===== config.mk =====
export PLATFORM = sky130hd
export DESIGN_NAME = aepr_flags
export DESIGN_NICKNAME = d
export VERILOG_FILES = /design/src/core/aepr_pkg.sv /design/src/core/aepr_flags.sv /design/src/core/aepr_queue_track.sv
export SDC_FILE = /design/constraint.sdc
export NUM_CORES = 2
export LEC_CHECK = 0
export BUFFER_PORTS_ARGS = -buffer_cell sky130_fd_sc_hd__buf_2
export CAP_MARGIN = 20
export CORE_UTILIZATION = 30
export CTS_BUF_LIST = sky130_fd_sc_hd__clkbuf_8
export CTS_CLUSTER_DIAMETER = 50
export DETAILED_ROUTE_END_ITERATION = 7
export GPL_ROUTABILITY_DRIVEN = 1
export PLACE_DENSITY_LB_ADDON = 0.05
export SLEW_MARGIN = 25
export SYNTH_ARGS = -nofsm -noshare
export SYNTH_HDL_FRONTEND = slang
export SYNTH_SLANG_ARGS = --single-unit

===== constraint.sdc =====
create_clock -name clk -period 10.5 [get_ports clk]
set_clock_uncertainty 0.15 [all_clocks]
set_input_delay 2.625 -clock clk [delete_from_list [all_inputs] [get_ports clk]]
set_output_delay 2.625 -clock clk [all_outputs]
set_load 0.01 [all_outputs]

===== src/core/aepr_pkg.sv =====
// Shared constants and state types of the almost-empty and packet-ready flag block.
// Assumes a single 200 MHz clock and an APB register port in the enclosing design.
package aepr_pkg;

    // Number of queues tracked, equal to the width of one status word.
    localparam int unsigned NUM_QUEUES = 8;
    // Width of a queue index.
    localparam int unsigned QIDX_W = 3;
    // Occupancy is counted in 9-bit units so that every width ratio shares one counter.
    localparam int unsigned UNITS_W = 18;
    // Width of the complete-packet counter.
    localparam int unsigned PKTS_W = 16;
    // Width of the almost-empty offset.
    localparam int unsigned OFFSET_W = 16;

    // Default almost-empty offsets chosen by the default-offset select input.
    localparam logic [15:0] OFFSET_DEFAULT_LOW = 16'h0008;
    localparam logic [15:0] OFFSET_DEFAULT_HIGH = 16'h0080;
    // Margin added to the offset when both ports share the queue, or only one applies.
    localparam logic [15:0] MARGIN_SHARED = 16'h0002;
    localparam logic [15:0] MARGIN_SINGLE = 16'h0001;
    // Units taken by one word of each width code.
    localparam logic [2:0] UNITS_X36 = 3'h4;
    localparam logic [2:0] UNITS_X18 = 3'h2;
    localparam logic [2:0] UNITS_X9 = 3'h1;
    // Largest occupancy kept, leaving room for one more 36-bit word.
    localparam logic [17:0] UNITS_LIMIT = 18'h3fffb;

    // Port width codes.
    localparam logic [1:0] WIDTH_X36 = 2'h0;
    localparam logic [1:0] WIDTH_X18 = 2'h1;
    localparam logic [1:0] WIDTH_X9 = 2'h2;

    // APB byte addresses of the registers.
    localparam logic [7:0] ADDR_CTRL = 8'h00;
    localparam logic [7:0] ADDR_OFFSET = 8'h04;
    localparam logic [7:0] ADDR_STATUS = 8'h08;
    // Field positions inside the control register.
    localparam int unsigned CTRL_IN_LSB = 0;
    localparam int unsigned CTRL_OUT_LSB = 2;
    localparam int unsigned CTRL_PKT_BIT = 4;
    localparam int unsigned CTRL_DF_BIT = 5;
    // Field positions inside the status register.
    localparam int unsigned STAT_AE_LSB = 0;
    localparam int unsigned STAT_PR_LSB = 8;
    localparam int unsigned STAT_AEF_BIT = 16;
    localparam int unsigned STAT_PRF_BIT = 17;
    // Reset values of the software-written widths.
    localparam logic [1:0] CTRL_WIDTH_RESET = 2'h0;

    // Configuration phase: one cycle to catch the straps, then running.
    typedef enum logic [1:0] {
        AEPR_CFG_WAIT = 2'b01,
        AEPR_CFG_RUN = 2'b10
    } aepr_cfg_e;

    // State of one queue tracker.
    typedef struct packed {
        logic [17:0] units;
        logic [15:0] pkts;
        logic sop_open;
        logic wr_only;
        logic aef_a;
        logic aef_b;
        logic aef_lvl;
        logic aeb_a;
        logic aeb_b;
        logic aeb_lvl;
        logic pr_p1;
        logic pr_p2;
        logic pr_p3;
        logic pr_lvl;
        logic prb_lvl;
    } aepr_queue_s;

    // State of the top-level flag block.
    typedef struct packed {
        aepr_cfg_e cfg;
        logic pkt_mode;
        logic df_strap;
        logic [1:0] in_w;
        logic [1:0] out_w;
        logic [15:0] offset;
        logic [2:0] last_rq;
        logic [31:0] prdata;
        logic pslverr;
    } aepr_top_s;

endpackage : aepr_pkg


===== src/core/aepr_flags.sv =====
// Almost-empty and packet-ready flag logic for an eight-queue flow-control store.
// Assumes write and read controllers synchronous to clk and an APB master on the same clock.
//
// The placing of the registers and the APB register port are this design's own decisions.
`timescale 1ns/1ps
`default_nettype none
// Overview of operation
// - equal widths shared queue: offset plus two
// - wide in, narrow out: offset plus one
// - narrow in: offset plus two, scaled
// - write-only selection: bus uses offset plus one
// - default offset eight or 128 by strap
// - flag falls two cycles after read
// - flag rises one cycle after write
// - bus bit: two after read, one after write
// - read queue switch may add one cycle
// - packet ready edges follow the read clock
// - end marker after start marker: packet ready
// - ready shows two cycles after end write
// - last start marker read clears ready
// - not ready shows three cycles after read
// - bus ready bit falls like discrete flag
// - bus ready bit rises when packets gone
// - packet mode: no reads before complete packet
module aepr_flags (
    input wire logic clk,
    input wire logic reset_n,
    input wire logic psel,
    input wire logic penable,
    input wire logic pwrite,
    input wire logic [7:0] paddr,
    input wire logic [31:0] pwdata,
    output logic [31:0] prdata,
    output logic pready,
    output logic pslverr,
    input wire logic default_offset_select,
    input wire logic packet_mode_select,
    input wire logic wr_en,
    input wire logic [2:0] wr_queue,
    input wire logic write_start_of_packet_marker,
    input wire logic write_end_of_packet_marker,
    output logic wr_accept,
    input wire logic rd_en,
    input wire logic [2:0] rd_queue,
    input wire logic read_start_of_packet_marker,
    output logic rd_accept,
    output logic almost_empty_flag_n,
    output logic packet_ready_flag_n,
    output logic [7:0] almost_empty_status_bus_n,
    output logic [7:0] packet_ready_status_bus_n
);
    // Registered state and its next value.
    aepr_pkg::aepr_top_s s_r;
    aepr_pkg::aepr_top_s s_nxt;
    // Per-queue results of the trackers.
    logic [7:0] can_read_q;
    logic [7:0] can_write_q;
    logic [7:0] has_packet_q;
    logic [7:0] ae_flag_q;
    logic [7:0] ae_bus_q;
    logic [7:0] pr_flag_q;
    logic [7:0] pr_bus_q;
    // Units moved by one write word and one read word.
    logic [2:0] wr_units;
    logic [2:0] rd_units;
    // Thresholds in 9-bit units for the discrete flag and the two bus cases.
    logic [17:0] thr_flag;
    logic [17:0] thr_bus_shared;
    logic [17:0] thr_bus_single;
    // Read port is changing queues this cycle.
    logic rd_switch;
    // APB setup and write-access phases this cycle, and the running state.
    logic apb_setup;
    logic apb_write;
    logic running;

    // Map a width code to the number of 9-bit units in one word.
    function automatic logic [2:0] width_units(input logic [1:0] code);
        logic [2:0] u;
        u = aepr_pkg::UNITS_X36;
        if (code == aepr_pkg::WIDTH_X18) begin
            u = aepr_pkg::UNITS_X18;
        end else if (code == aepr_pkg::WIDTH_X9) begin
            u = aepr_pkg::UNITS_X9;
        end
        return u;
    endfunction : width_units

    // Thresholds: a 36-bit word is four units, so offset plus margin times four
    // equals the printed write counts scaled by two or four for narrow input.
    always_comb begin
        wr_units = width_units(s_r.in_w);
        rd_units = width_units(s_r.out_w);
        if ((s_r.in_w == aepr_pkg::WIDTH_X36) && (s_r.out_w != aepr_pkg::WIDTH_X36)) begin
            // Wide writes into narrow reads need one word fewer.
            thr_flag = {s_r.offset + aepr_pkg::MARGIN_SINGLE, 2'b00};
            thr_bus_shared = thr_flag;
        end else begin
            // Shared queue with equal widths or narrow input counts the word held at the output.
            thr_flag = {s_r.offset + aepr_pkg::MARGIN_SHARED, 2'b00};
            thr_bus_shared = thr_flag;
        end
        // Filled with only the write port selected, the bus bit needs offset plus one words for every width pair.
        thr_bus_single = {s_r.offset + aepr_pkg::MARGIN_SINGLE, 2'b00};
    end

    // Port handshakes; in packet mode a read waits for a complete packet.
    always_comb begin
        running = s_r.cfg == aepr_pkg::AEPR_CFG_RUN;
        rd_switch = rd_queue != s_r.last_rq;
        wr_accept = running && wr_en && can_write_q[wr_queue];
        rd_accept = running && rd_en && can_read_q[rd_queue]
                    && (!s_r.pkt_mode || has_packet_q[rd_queue]);
        apb_setup = psel && !penable;
        apb_write = psel && penable && pwrite;
    end

    // One tracker per queue; the trackers hold every per-queue count.
    genvar gq;
    generate
        for (gq = 0; gq < 8; gq++) begin : g_queue
            aepr_queue_track u_track (
                .clk(clk),
                .reset_n(reset_n),
                .wr_hit(wr_accept && (wr_queue == 3'(gq))),
                .wr_units(wr_units),
                .wr_sop(write_start_of_packet_marker),
                .wr_eop(write_end_of_packet_marker),
                .rd_hit(rd_accept && (rd_queue == 3'(gq))),
                .rd_units(rd_units),
                .rd_sop(read_start_of_packet_marker),
                .rd_selected(rd_queue == 3'(gq)),
                .bus_hold(rd_switch),
                .thr_flag(thr_flag),
                .thr_bus_shared(thr_bus_shared),
                .thr_bus_single(thr_bus_single),
                .can_read(can_read_q[gq]),
                .can_write(can_write_q[gq]),
                .has_packet(has_packet_q[gq]),
                .ae_flag_lvl(ae_flag_q[gq]),
                .ae_bus_lvl(ae_bus_q[gq]),
                .pr_flag_lvl(pr_flag_q[gq]),
                .pr_bus_lvl(pr_bus_q[gq])
            );
        end
    endgenerate

    // Next-state logic: strap capture, register writes and read data.
    always_comb begin
        s_nxt = s_r;
        s_nxt.last_rq = rd_queue;
        case (s_r.cfg)
            aepr_pkg::AEPR_CFG_WAIT: begin
                // The first clocked cycle after reset release catches the straps.
                s_nxt.pkt_mode = packet_mode_select;
                s_nxt.df_strap = default_offset_select;
                s_nxt.offset = default_offset_select ? aepr_pkg::OFFSET_DEFAULT_HIGH
                                                     : aepr_pkg::OFFSET_DEFAULT_LOW;
                s_nxt.cfg = aepr_pkg::AEPR_CFG_RUN;
            end
            aepr_pkg::AEPR_CFG_RUN: begin
                // Software may change the widths and the offset once running.
                if (apb_write && (paddr == aepr_pkg::ADDR_CTRL)) begin
                    s_nxt.in_w = pwdata[aepr_pkg::CTRL_IN_LSB +: 2];
                    s_nxt.out_w = pwdata[aepr_pkg::CTRL_OUT_LSB +: 2];
                end
                if (apb_write && (paddr == aepr_pkg::ADDR_OFFSET)) begin
                    s_nxt.offset = pwdata[15:0];
                end
            end
            default: begin
                // An illegal code restarts the capture.
                s_nxt.cfg = aepr_pkg::AEPR_CFG_WAIT;
            end
        endcase
        if (apb_setup) begin
            // Read data is built in the setup cycle so the access phase needs no wait.
            s_nxt.prdata = 32'h00000000;
            s_nxt.pslverr = 1'b0;
            case (paddr)
                aepr_pkg::ADDR_CTRL: begin
                    s_nxt.prdata[aepr_pkg::CTRL_IN_LSB +: 2] = s_r.in_w;
                    s_nxt.prdata[aepr_pkg::CTRL_OUT_LSB +: 2] = s_r.out_w;
                    s_nxt.prdata[aepr_pkg::CTRL_PKT_BIT] = s_r.pkt_mode;
                    s_nxt.prdata[aepr_pkg::CTRL_DF_BIT] = s_r.df_strap;
                end
                aepr_pkg::ADDR_OFFSET: begin
                    s_nxt.prdata[15:0] = s_r.offset;
                end
                aepr_pkg::ADDR_STATUS: begin
                    s_nxt.prdata[aepr_pkg::STAT_AE_LSB +: 8] = almost_empty_status_bus_n;
                    s_nxt.prdata[aepr_pkg::STAT_PR_LSB +: 8] = packet_ready_status_bus_n;
                    s_nxt.prdata[aepr_pkg::STAT_AEF_BIT] = almost_empty_flag_n;
                    s_nxt.prdata[aepr_pkg::STAT_PRF_BIT] = packet_ready_flag_n;
                end
                default: begin
                    // Unmapped addresses read zero and report an error.
                    s_nxt.pslverr = 1'b1;
                end
            endcase
        end
    end

    // State register with constant reset values.
    always_ff @(posedge clk or negedge reset_n) begin
        if (!reset_n) begin
            s_r.cfg <= aepr_pkg::AEPR_CFG_WAIT;
            s_r.pkt_mode <= 1'b0;
            s_r.df_strap <= 1'b0;
            s_r.in_w <= aepr_pkg::CTRL_WIDTH_RESET;
            s_r.out_w <= aepr_pkg::CTRL_WIDTH_RESET;
            s_r.offset <= aepr_pkg::OFFSET_DEFAULT_LOW;
            s_r.last_rq <= 3'h0;
            s_r.prdata <= 32'h00000000;
            s_r.pslverr <= 1'b0;
        end else begin
            s_r <= s_nxt;
        end
    end

    // Outputs; packet ready is held inactive in word mode.
    assign prdata = s_r.prdata;
    assign pready = 1'b1;
    assign pslverr = s_r.pslverr && psel && penable;
    assign almost_empty_flag_n = ae_flag_q[rd_queue];
    assign almost_empty_status_bus_n = ae_bus_q;
    assign packet_ready_flag_n = !(s_r.pkt_mode && pr_flag_q[rd_queue]);
    assign packet_ready_status_bus_n = s_r.pkt_mode ? ~pr_bus_q : 8'hff;

    // A strap-driven default offset lands in the first cycle after reset.
    dflt_offset_a: assert property (@(posedge clk) disable iff (!reset_n)
        ($past(s_r.cfg) == aepr_pkg::AEPR_CFG_WAIT && s_r.cfg == aepr_pkg::AEPR_CFG_RUN)
        |-> s_r.offset == ($past(default_offset_select) ? aepr_pkg::OFFSET_DEFAULT_HIGH
        : aepr_pkg::OFFSET_DEFAULT_LOW))
        else $error("default offset wrong");
    // Packet mode never lets a read through without a complete packet.
    pkt_gate_a: assert property (@(posedge clk) disable iff (!reset_n)
        (s_r.pkt_mode && rd_en && !has_packet_q[rd_queue]) |-> !rd_accept)
        else $error("read accepted without packet");
    // Wide writes into narrow reads use offset plus one words.
    thr_narrow_a: assert property (@(posedge clk) disable iff (!reset_n)
        (s_r.in_w == 2'h0 && s_r.out_w != 2'h0) |-> thr_flag == 18'(({2'b00, s_r.offset} + 18'h1) * 4))
        else $error("narrow-read threshold wrong");
    // Equal or narrow input into a 36-bit read port uses offset plus two words of the read width.
    thr_shared_a: assert property (@(posedge clk) disable iff (!reset_n)
        (s_r.out_w == 2'h0) |-> thr_flag == 18'(({2'b00, s_r.offset} + 18'h2) * 4))
        else $error("shared threshold wrong");
    // In word mode the packet-ready outputs stay inactive.
    word_mode_a: assert property (@(posedge clk) disable iff (!reset_n)
        !s_r.pkt_mode |-> packet_ready_flag_n && (packet_ready_status_bus_n == 8'hff))
        else $error("packet ready active in word mode");
endmodule : aepr_flags
`default_nettype wire


===== src/core/aepr_queue_track.sv =====
// Per-queue occupancy and complete-packet tracker with flag pipelines.
// Assumes the parent gates reads and writes so the occupancy counter never wraps.
`timescale 1ns/1ps
`default_nettype none
module aepr_queue_track (
    input wire logic clk,
    input wire logic reset_n,
    input wire logic wr_hit,
    input wire logic [2:0] wr_units,
    input wire logic wr_sop,
    input wire logic wr_eop,
    input wire logic rd_hit,
    input wire logic [2:0] rd_units,
    input wire logic rd_sop,
    input wire logic rd_selected,
    input wire logic bus_hold,
    input wire logic [17:0] thr_flag,
    input wire logic [17:0] thr_bus_shared,
    input wire logic [17:0] thr_bus_single,
    output logic can_read,
    output logic can_write,
    output logic has_packet,
    output logic ae_flag_lvl,
    output logic ae_bus_lvl,
    output logic pr_flag_lvl,
    output logic pr_bus_lvl
);
    // Registered state and its next value.
    aepr_pkg::aepr_queue_s q_r;
    aepr_pkg::aepr_queue_s q_nxt;
    // A write that closes a packet opened earlier or by the same word.
    logic eop_complete;

    // Next-state logic: counters first, then flag pipelines fed from the new counts.
    always_comb begin
        q_nxt = q_r;
        eop_complete = wr_hit && wr_eop && (q_r.sop_open || wr_sop);
        // Occupancy in 9-bit units, so every width ratio uses the same threshold scale.
        q_nxt.units = q_r.units + (wr_hit ? 18'(wr_units) : 18'h00000)
                      - (rd_hit ? 18'(rd_units) : 18'h00000);
        // Complete packets: a closing end marker adds one, a read start marker removes one.
        q_nxt.pkts = q_r.pkts + (eop_complete ? 16'h0001 : 16'h0000)
                     - ((rd_hit && rd_sop) ? 16'h0001 : 16'h0000);
        if (wr_hit) begin
            // An end marker closes the packet, a start marker opens one.
            q_nxt.sop_open = wr_eop ? 1'b0 : (wr_sop | q_r.sop_open);
        end
        if (wr_hit && (q_r.units == 18'h00000)) begin
            // The first word decides whether the read side had the queue selected.
            q_nxt.wr_only = !rd_selected;
        end
        // Discrete flag: rises one cycle after a write, falls two cycles after a read.
        q_nxt.aef_a = q_nxt.units >= thr_flag;
        q_nxt.aef_b = q_r.aef_a;
        q_nxt.aef_lvl = q_r.aef_a | q_r.aef_b;
        // Status-bus bit uses its own threshold and may stall during a read queue switch.
        q_nxt.aeb_a = q_nxt.units >= (q_nxt.wr_only ? thr_bus_single : thr_bus_shared);
        q_nxt.aeb_b = q_r.aeb_a;
        if (!bus_hold) begin
            q_nxt.aeb_lvl = q_r.aeb_a | q_r.aeb_b;
        end
        // Packet ready: ready two cycles after the write, not ready three after the read.
        q_nxt.pr_p1 = q_nxt.pkts != 16'h0000;
        q_nxt.pr_p2 = q_r.pr_p1;
        q_nxt.pr_p3 = q_r.pr_p2;
        q_nxt.pr_lvl = q_r.pr_p2 | q_r.pr_p3;
        if (!bus_hold) begin
            q_nxt.prb_lvl = q_r.pr_p2 | q_r.pr_p3;
        end
    end

    // State register; every field clears to a constant.
    always_ff @(posedge clk or negedge reset_n) begin
        if (!reset_n) begin
            q_r <= '0;
        end else begin
            q_r <= q_nxt;
        end
    end

    // Handshake terms read the registered counts directly.
    assign can_read = q_r.units >= 18'(rd_units);
    assign can_write = q_r.units <= aepr_pkg::UNITS_LIMIT;
    assign has_packet = q_r.pkts != 16'h0000;
    assign ae_flag_lvl = q_r.aef_lvl;
    assign ae_bus_lvl = q_r.aeb_lvl;
    assign pr_flag_lvl = q_r.pr_lvl;
    assign pr_bus_lvl = q_r.prb_lvl;

    // A fresh crossing above the threshold shows on the discrete flag one cycle later.
    ae_rise_a: assert property (@(posedge clk) disable iff (!reset_n)
        $rose(q_r.aef_a) |=> q_r.aef_lvl) else $error("almost-empty flag rose late");
    // A read below the threshold keeps the flag one more cycle, then drops it.
    ae_fall_a: assert property (@(posedge clk) disable iff (!reset_n)
        $fell(q_r.aef_a) |=> q_r.aef_lvl ##1 (q_r.aef_lvl == $past(q_r.aef_a)))
        else $error("almost-empty flag fell at wrong cycle");
    // A new complete packet shows as ready exactly two cycles later.
    pr_ready_a: assert property (@(posedge clk) disable iff (!reset_n)
        $rose(q_r.pr_p1) |-> ##2 q_r.pr_lvl) else $error("packet ready late");
    // The last packet read leaves ready standing for two cycles, gone at the third.
    pr_gone_a: assert property (@(posedge clk) disable iff (!reset_n)
        $fell(q_r.pr_p1) ##1 !q_r.pr_p1 |-> ##1 q_r.pr_lvl ##1 !q_r.pr_lvl)
        else $error("packet ready cleared at wrong cycle");
    // A write alone grows the occupancy by exactly its unit count.
    occ_count_a: assert property (@(posedge clk) disable iff (!reset_n)
        (wr_hit && !rd_hit) |=> q_r.units == $past(q_r.units) + 18'($past(wr_units)))
        else $error("occupancy did not follow a write");
    // During a read queue switch both bus bits hold their value.
    bus_hold_a: assert property (@(posedge clk) disable iff (!reset_n)
        bus_hold |=> $stable(q_r.aeb_lvl) && $stable(q_r.prb_lvl))
        else $error("status bus bit moved during switch");
endmodule : aepr_queue_track
`default_nettype wire


After elaboration in Yosys (flattened, before gate mapping)
Cells that the tools add are included.
{"block": "totals", "in_bits": 58, "ff_bits": 422, "word_cells": 449, "output_inout_bits": 54}
{"block": "classes", "n_mux": 80, "n_bitwise": 33, "n_addsub": 34, "n_reduce_logical": 115, "n_eq_ne": 24, "magnitude_cmp": 34}
{"op": "$ge A18 B18 Y1", "n": 16}
{"op": "$reduce_bool A16 Y1", "n": 16}
{"op": "$mux W18", "n": 9}
{"op": "$add A18 B18 Y18", "n": 8}
{"op": "$ge A18 B3 Y1", "n": 8}
{"op": "$le A18 B18 Y1 const B", "n": 8}
{"op": "$logic_not A18 Y1", "n": 8}
{"op": "$sub A18 B18 Y18", "n": 8}
{"op": "$add A16 B16 Y16", "n": 8}
{"op": "$sub A16 B16 Y16", "n": 8}
{"op": "$logic_and A1 B1 Y1", "n": 62}
{"op": "$mux W3", "n": 20}
{"op": "$mux W1", "n": 38}
{"op": "$or A1 B1 Y1", "n": 32}
{"op": "$pmux W16 S2", "n": 1}
{"op": "$eq A3 B3 Y1 const B", "n": 8}
{"op": "$pmux W10 S2", "n": 1}
{"op": "$pmux W6 S3", "n": 1}
{"op": "$add A16 B1 Y16 const B", "n": 1}
{"op": "$add A16 B2 Y16 const B", "n": 1}
{"op": "$mux W16", "n": 1}
{"op": "$mux W8", "n": 2}
{"op": "$bmux W1 S3", "n": 5}
{"op": "$eq A3 B2 Y1 const B", "n": 4}
{"op": "other kinds (19)", "n": 46}

Longest topological paths before layout
{"block": "depth", "ltp_word": 13, "mapped_depth": 31, "ltp_nobuf": 31}

Modules after synthesis
Synthesis repeated with hierarchy kept, for this count alone.
{"block": "unflattened", "hier_cells": 4372, "area_unflattened_um2": 39616.7}
{"module": "aepr_queue_track (g_queue[1].u_track ...)", "cells_each": 487, "n_inst": 5, "seq_area_each_um2": 1176.1, "area_per_inst_um2": 4460.5}
{"module": "aepr_queue_track (g_queue[0].u_track ...)", "cells_each": 501, "n_inst": 3, "seq_area_each_um2": 1176.1, "area_per_inst_um2": 4586.9}
{"module": "aepr_flags", "cells_each": 434, "n_inst": 1, "seq_area_each_um2": 1153.6, "area_per_inst_um2": 3553.4}

Worst setup path after synthesis
Ideal clock, no wire load.
{"block": "synth_timing", "path_type": "input to register", "from": "input rd_queue[1]", "to": "register g_queue[3].u_track.q_r (netlist bit g_queue[3].u_track.q_nxt[6])", "setup_time_ps": 132, "required_time_ps": 10218, "setup_slack_ps": 2302, "arrival_time_ps": 7915, "stages": 23, "n_path_buf": 0, "path_cell_list": "or4b_1 > nor3_1 > a41oi_1 > mux4_2 > o211ai_1 > nor3_1 > nand3_1 > nor2_1 > fa_1 > inv_1 > ha_1 > a21oi_1 > o211ai_1 > a2111oi_0 > o311ai_0 > a2111oi_0 > or3_1 > xor2_1 > ha_1 > a21o_1 > a21o_1 > a21oi_1 > o211ai_1"}
{"element": "from (decl)", "line": "aepr_flags.sv:44", "text": "input wire logic [2:0] rd_queue,"}
{"element": "to (signal assigned)", "line": "aepr_queue_track.sv:77", "text": "q_r <= q_nxt;"}
{"element": "to (decl)", "line": "aepr_queue_track.sv:29", "text": "aepr_pkg::aepr_queue_s q_r;"}

==> qor.yml <==
status:
  status: "finished clean"
clock_network:
  cts-buffers-inserted: 107
  post-cts-setup-buffers: 0
  clkLatencyLatePin_ns: 0.86
  clkTransAtPathRegs_ns: 0.06
  cts_resized: 0
  cts_tree: "yes"
  cts-root-buf: "clkbuf_8"
  clock_path_buffers: 3
  htree_num_levels: 3
  clock_sinks: 422
  hold_buffers: 0
global_routing:
  grt_usage_pct: 20.1
  first_global_vias: 30500
  grt-ovfl-total: 0
  grt_max_degree: 142
  grt_pass1_wl_um: 192000
  antenna_found_initial: 8
setup_path:
  reg2reg_depth: 27
  cp_slowest_cell: "or4b_1"
  endpoint_kind: "register"
  critPathMaxStageDelay_ns: 0.61
  cp.required_ns: 11.07
  start_kind: "input port"
  worstPathArrival_ns: 9.60
  critPathMaxFanout: 10
  criticalPathCategory: "in -> reg"
  cp_common_cell: "buf_4"
routing:
  vias: 29800
  dr.pass1.iters: 6
  wl_per_cell_um: 21.1
  met3_length_um: 4790
  wl_um: 128000
  viasPerCell: 4.92
  final_antenna_net_count: 0
  post-route-drc-count: 0
  drt_iter0_drc: 1479
  maxUsedRoutingLayer: "met5"
  wl_met1_um: 64100
  dr_wl_met2_um: 55800
floorplanning:
  coreArea_sq_um: 126000
  start_util_pct: 30.3
  die_height_um: 358
  die-area_sq_um: 128000
  rows: 130
  die_x_um: 358
  io_pins: 112
sta:
  report.final.slew_viol_count: 0
  finalSetupTns_ns: 0
  setup-violations-final: 0
  worst_slew_pin_slew_ns: 1.12
  hold_violations: 0
  fin_crit_ns: 9.03
  maxSlewHeadroom_pct: 25.4
  rsz0062_at_grt: "false"
  min_period_over_period_pct: 86.0
  max_freq_mhz: 111
yosys:
  synth_flop_cell: "dfrtp_1"
  ys_types: 98
  ys_warn_count: 0
  yosysSeqAreaShare_pct: 27.8
  syn_area_sq_um: 38100
  syn_area_per_cell_sq_um: 9.22
  synth_cells: 4129
  synth-seq-cells: 422
  ys_async_sr_fraction_pct: 100
  synth_edf_count: 0
final_layout:
  final_cell_mix: "768 x ha_1, 499 x inv_1, 420 x dfrtp_1"
  nets: 5173
  syn2layout_area_growth_pct: 13.4
  layout_commonest_cell: "ha_1"
  drive_gt1_share_pct: 10.0
min_path:
  hp-class: "reg -> reg"
  hold_depth: 0
placement:
  gp_congestion: 0.823
  numPortBuffers: 80
  dp_hpwl_um: 95700
run:
  max_cap_violations: 0
[area by class of cell]
class / count / area, sq um
antenna: 9 / 22.5
sequential: 422 / 10600
tap: 1650 / 2060
multi-input combinational: 3127 / 25100
timing repair buffer: 164 / 1080
inverter: 493 / 1850
fill: 13100 / 82600
clock buffer: 137 / 1890
clock inverter: 58 / 588
[registers in the layout, indices dropped and copies added (netlist names)]
register,cells
g_queue.u_track.pr_bus_lvl,8
g_queue.u_track.pr_flag_lvl,8
g_queue.u_track.ae_bus_lvl,8
g_queue.u_track.ae_flag_lvl,8
s_r,28
prdata,18
g_queue.u_track.q_nxt,32
g_queue.u_track.q_r,312
[synth_stat cells (25+ instances only)]
cell type  number  share of area [%]
nand2_1       288                2.8
inv_1         475                4.7
mux2i_1        46                1.2
buf_4          45               0.89
ha_1          768                 25
a21oi_1       253                3.3
clkbuf_1       34               0.34
o21bai_1       45               0.89
a21o_1         86                1.7
o21ai_0       156                2.1
nor4_1         46               0.76
nor2b_1        54               0.89
a31oi_1        26               0.43
nand3_1        66               0.87
o31ai_1        25               0.49
o21a_1         51                1.0
or3_1          27               0.44
o211ai_1       33               0.65
dfrtp_1       420                 28
nor2_1        193                1.9
or2_2          26               0.43
xnor2_1       138                3.2
nand4_1        68                1.1
xor2_1        111                2.6
a211oi_1       31               0.61
fa_1           32                1.7
o21ai_1        55               0.72
nand2b_1       67                1.1
nor3_1         67               0.88
[critical path, delay by kind of cell]
family | cells | cell delay (ns)
mux | 1 | 0.54
fa+ha+maj | 3 | 1.09
simple gates | 6 | 1.25
xor+xnor | 1 | 0.39
buf+inv | 6 | 1.08
compound gates | 10 | 2.55
[final timing paths]
check | start | end | slack [ns]
worst max-delay path | rd_queue[1] | g_queue[0].u_track.q_nxt[9] | 1.47
min in group asynchronous | reset_n | g_queue[0].u_track.q_r[26] | 1.65
worst max register to register | s_r[53] | g_queue[7].u_track.q_nxt[6] | 2.09
max in group asynchronous | reset_n | g_queue[4].u_track.q_r[45] | 6.89
worst min-delay path | g_queue[1].u_track.q_nxt[3] | g_queue[1].u_track.q_nxt[2] | 0.20
worst min register to register | g_queue[1].u_track.q_nxt[3] | g_queue[1].u_track.q_nxt[2] | 0.20
[stage by stage]
step	util, %	std cells	setup WS [ns]	instance area (sq um)	hold WS (ns)
2_1_floorplan	-	4142	2.30	38100	0.181
3_3_place_gp	32.3	5856	0.603	40600	0.186
3_5_place_dp	32.3	5856	0.653	40700	0.187
4_1_cts	34.3	6051	1.51	43100	0.199
5_1_grt	34.3	6053	1.17	43100	0.215
6_report	34.3	6060	1.47	43100	0.195
[metal layers]
metal	vias up	GRT usage, %
met5	-	0
met4	2	5.45
met3	168	3.23
met2	417	31.4
met1	14300	28.6
li1	14900	-
[cell families after synthesis]
family | share of synthesized area, %
other cells | 0.0197
xor+xnor | 5.73
mux | 2.39
compound gates | 16.1
buf+inv | 6.57
simple gates | 14.5
fa+ha+maj | 26.9
flops | 27.8
Power is left out: the tool's default activity adds up to more than one toggle a clock period on the data nets, which glitch-free logic cannot reach.
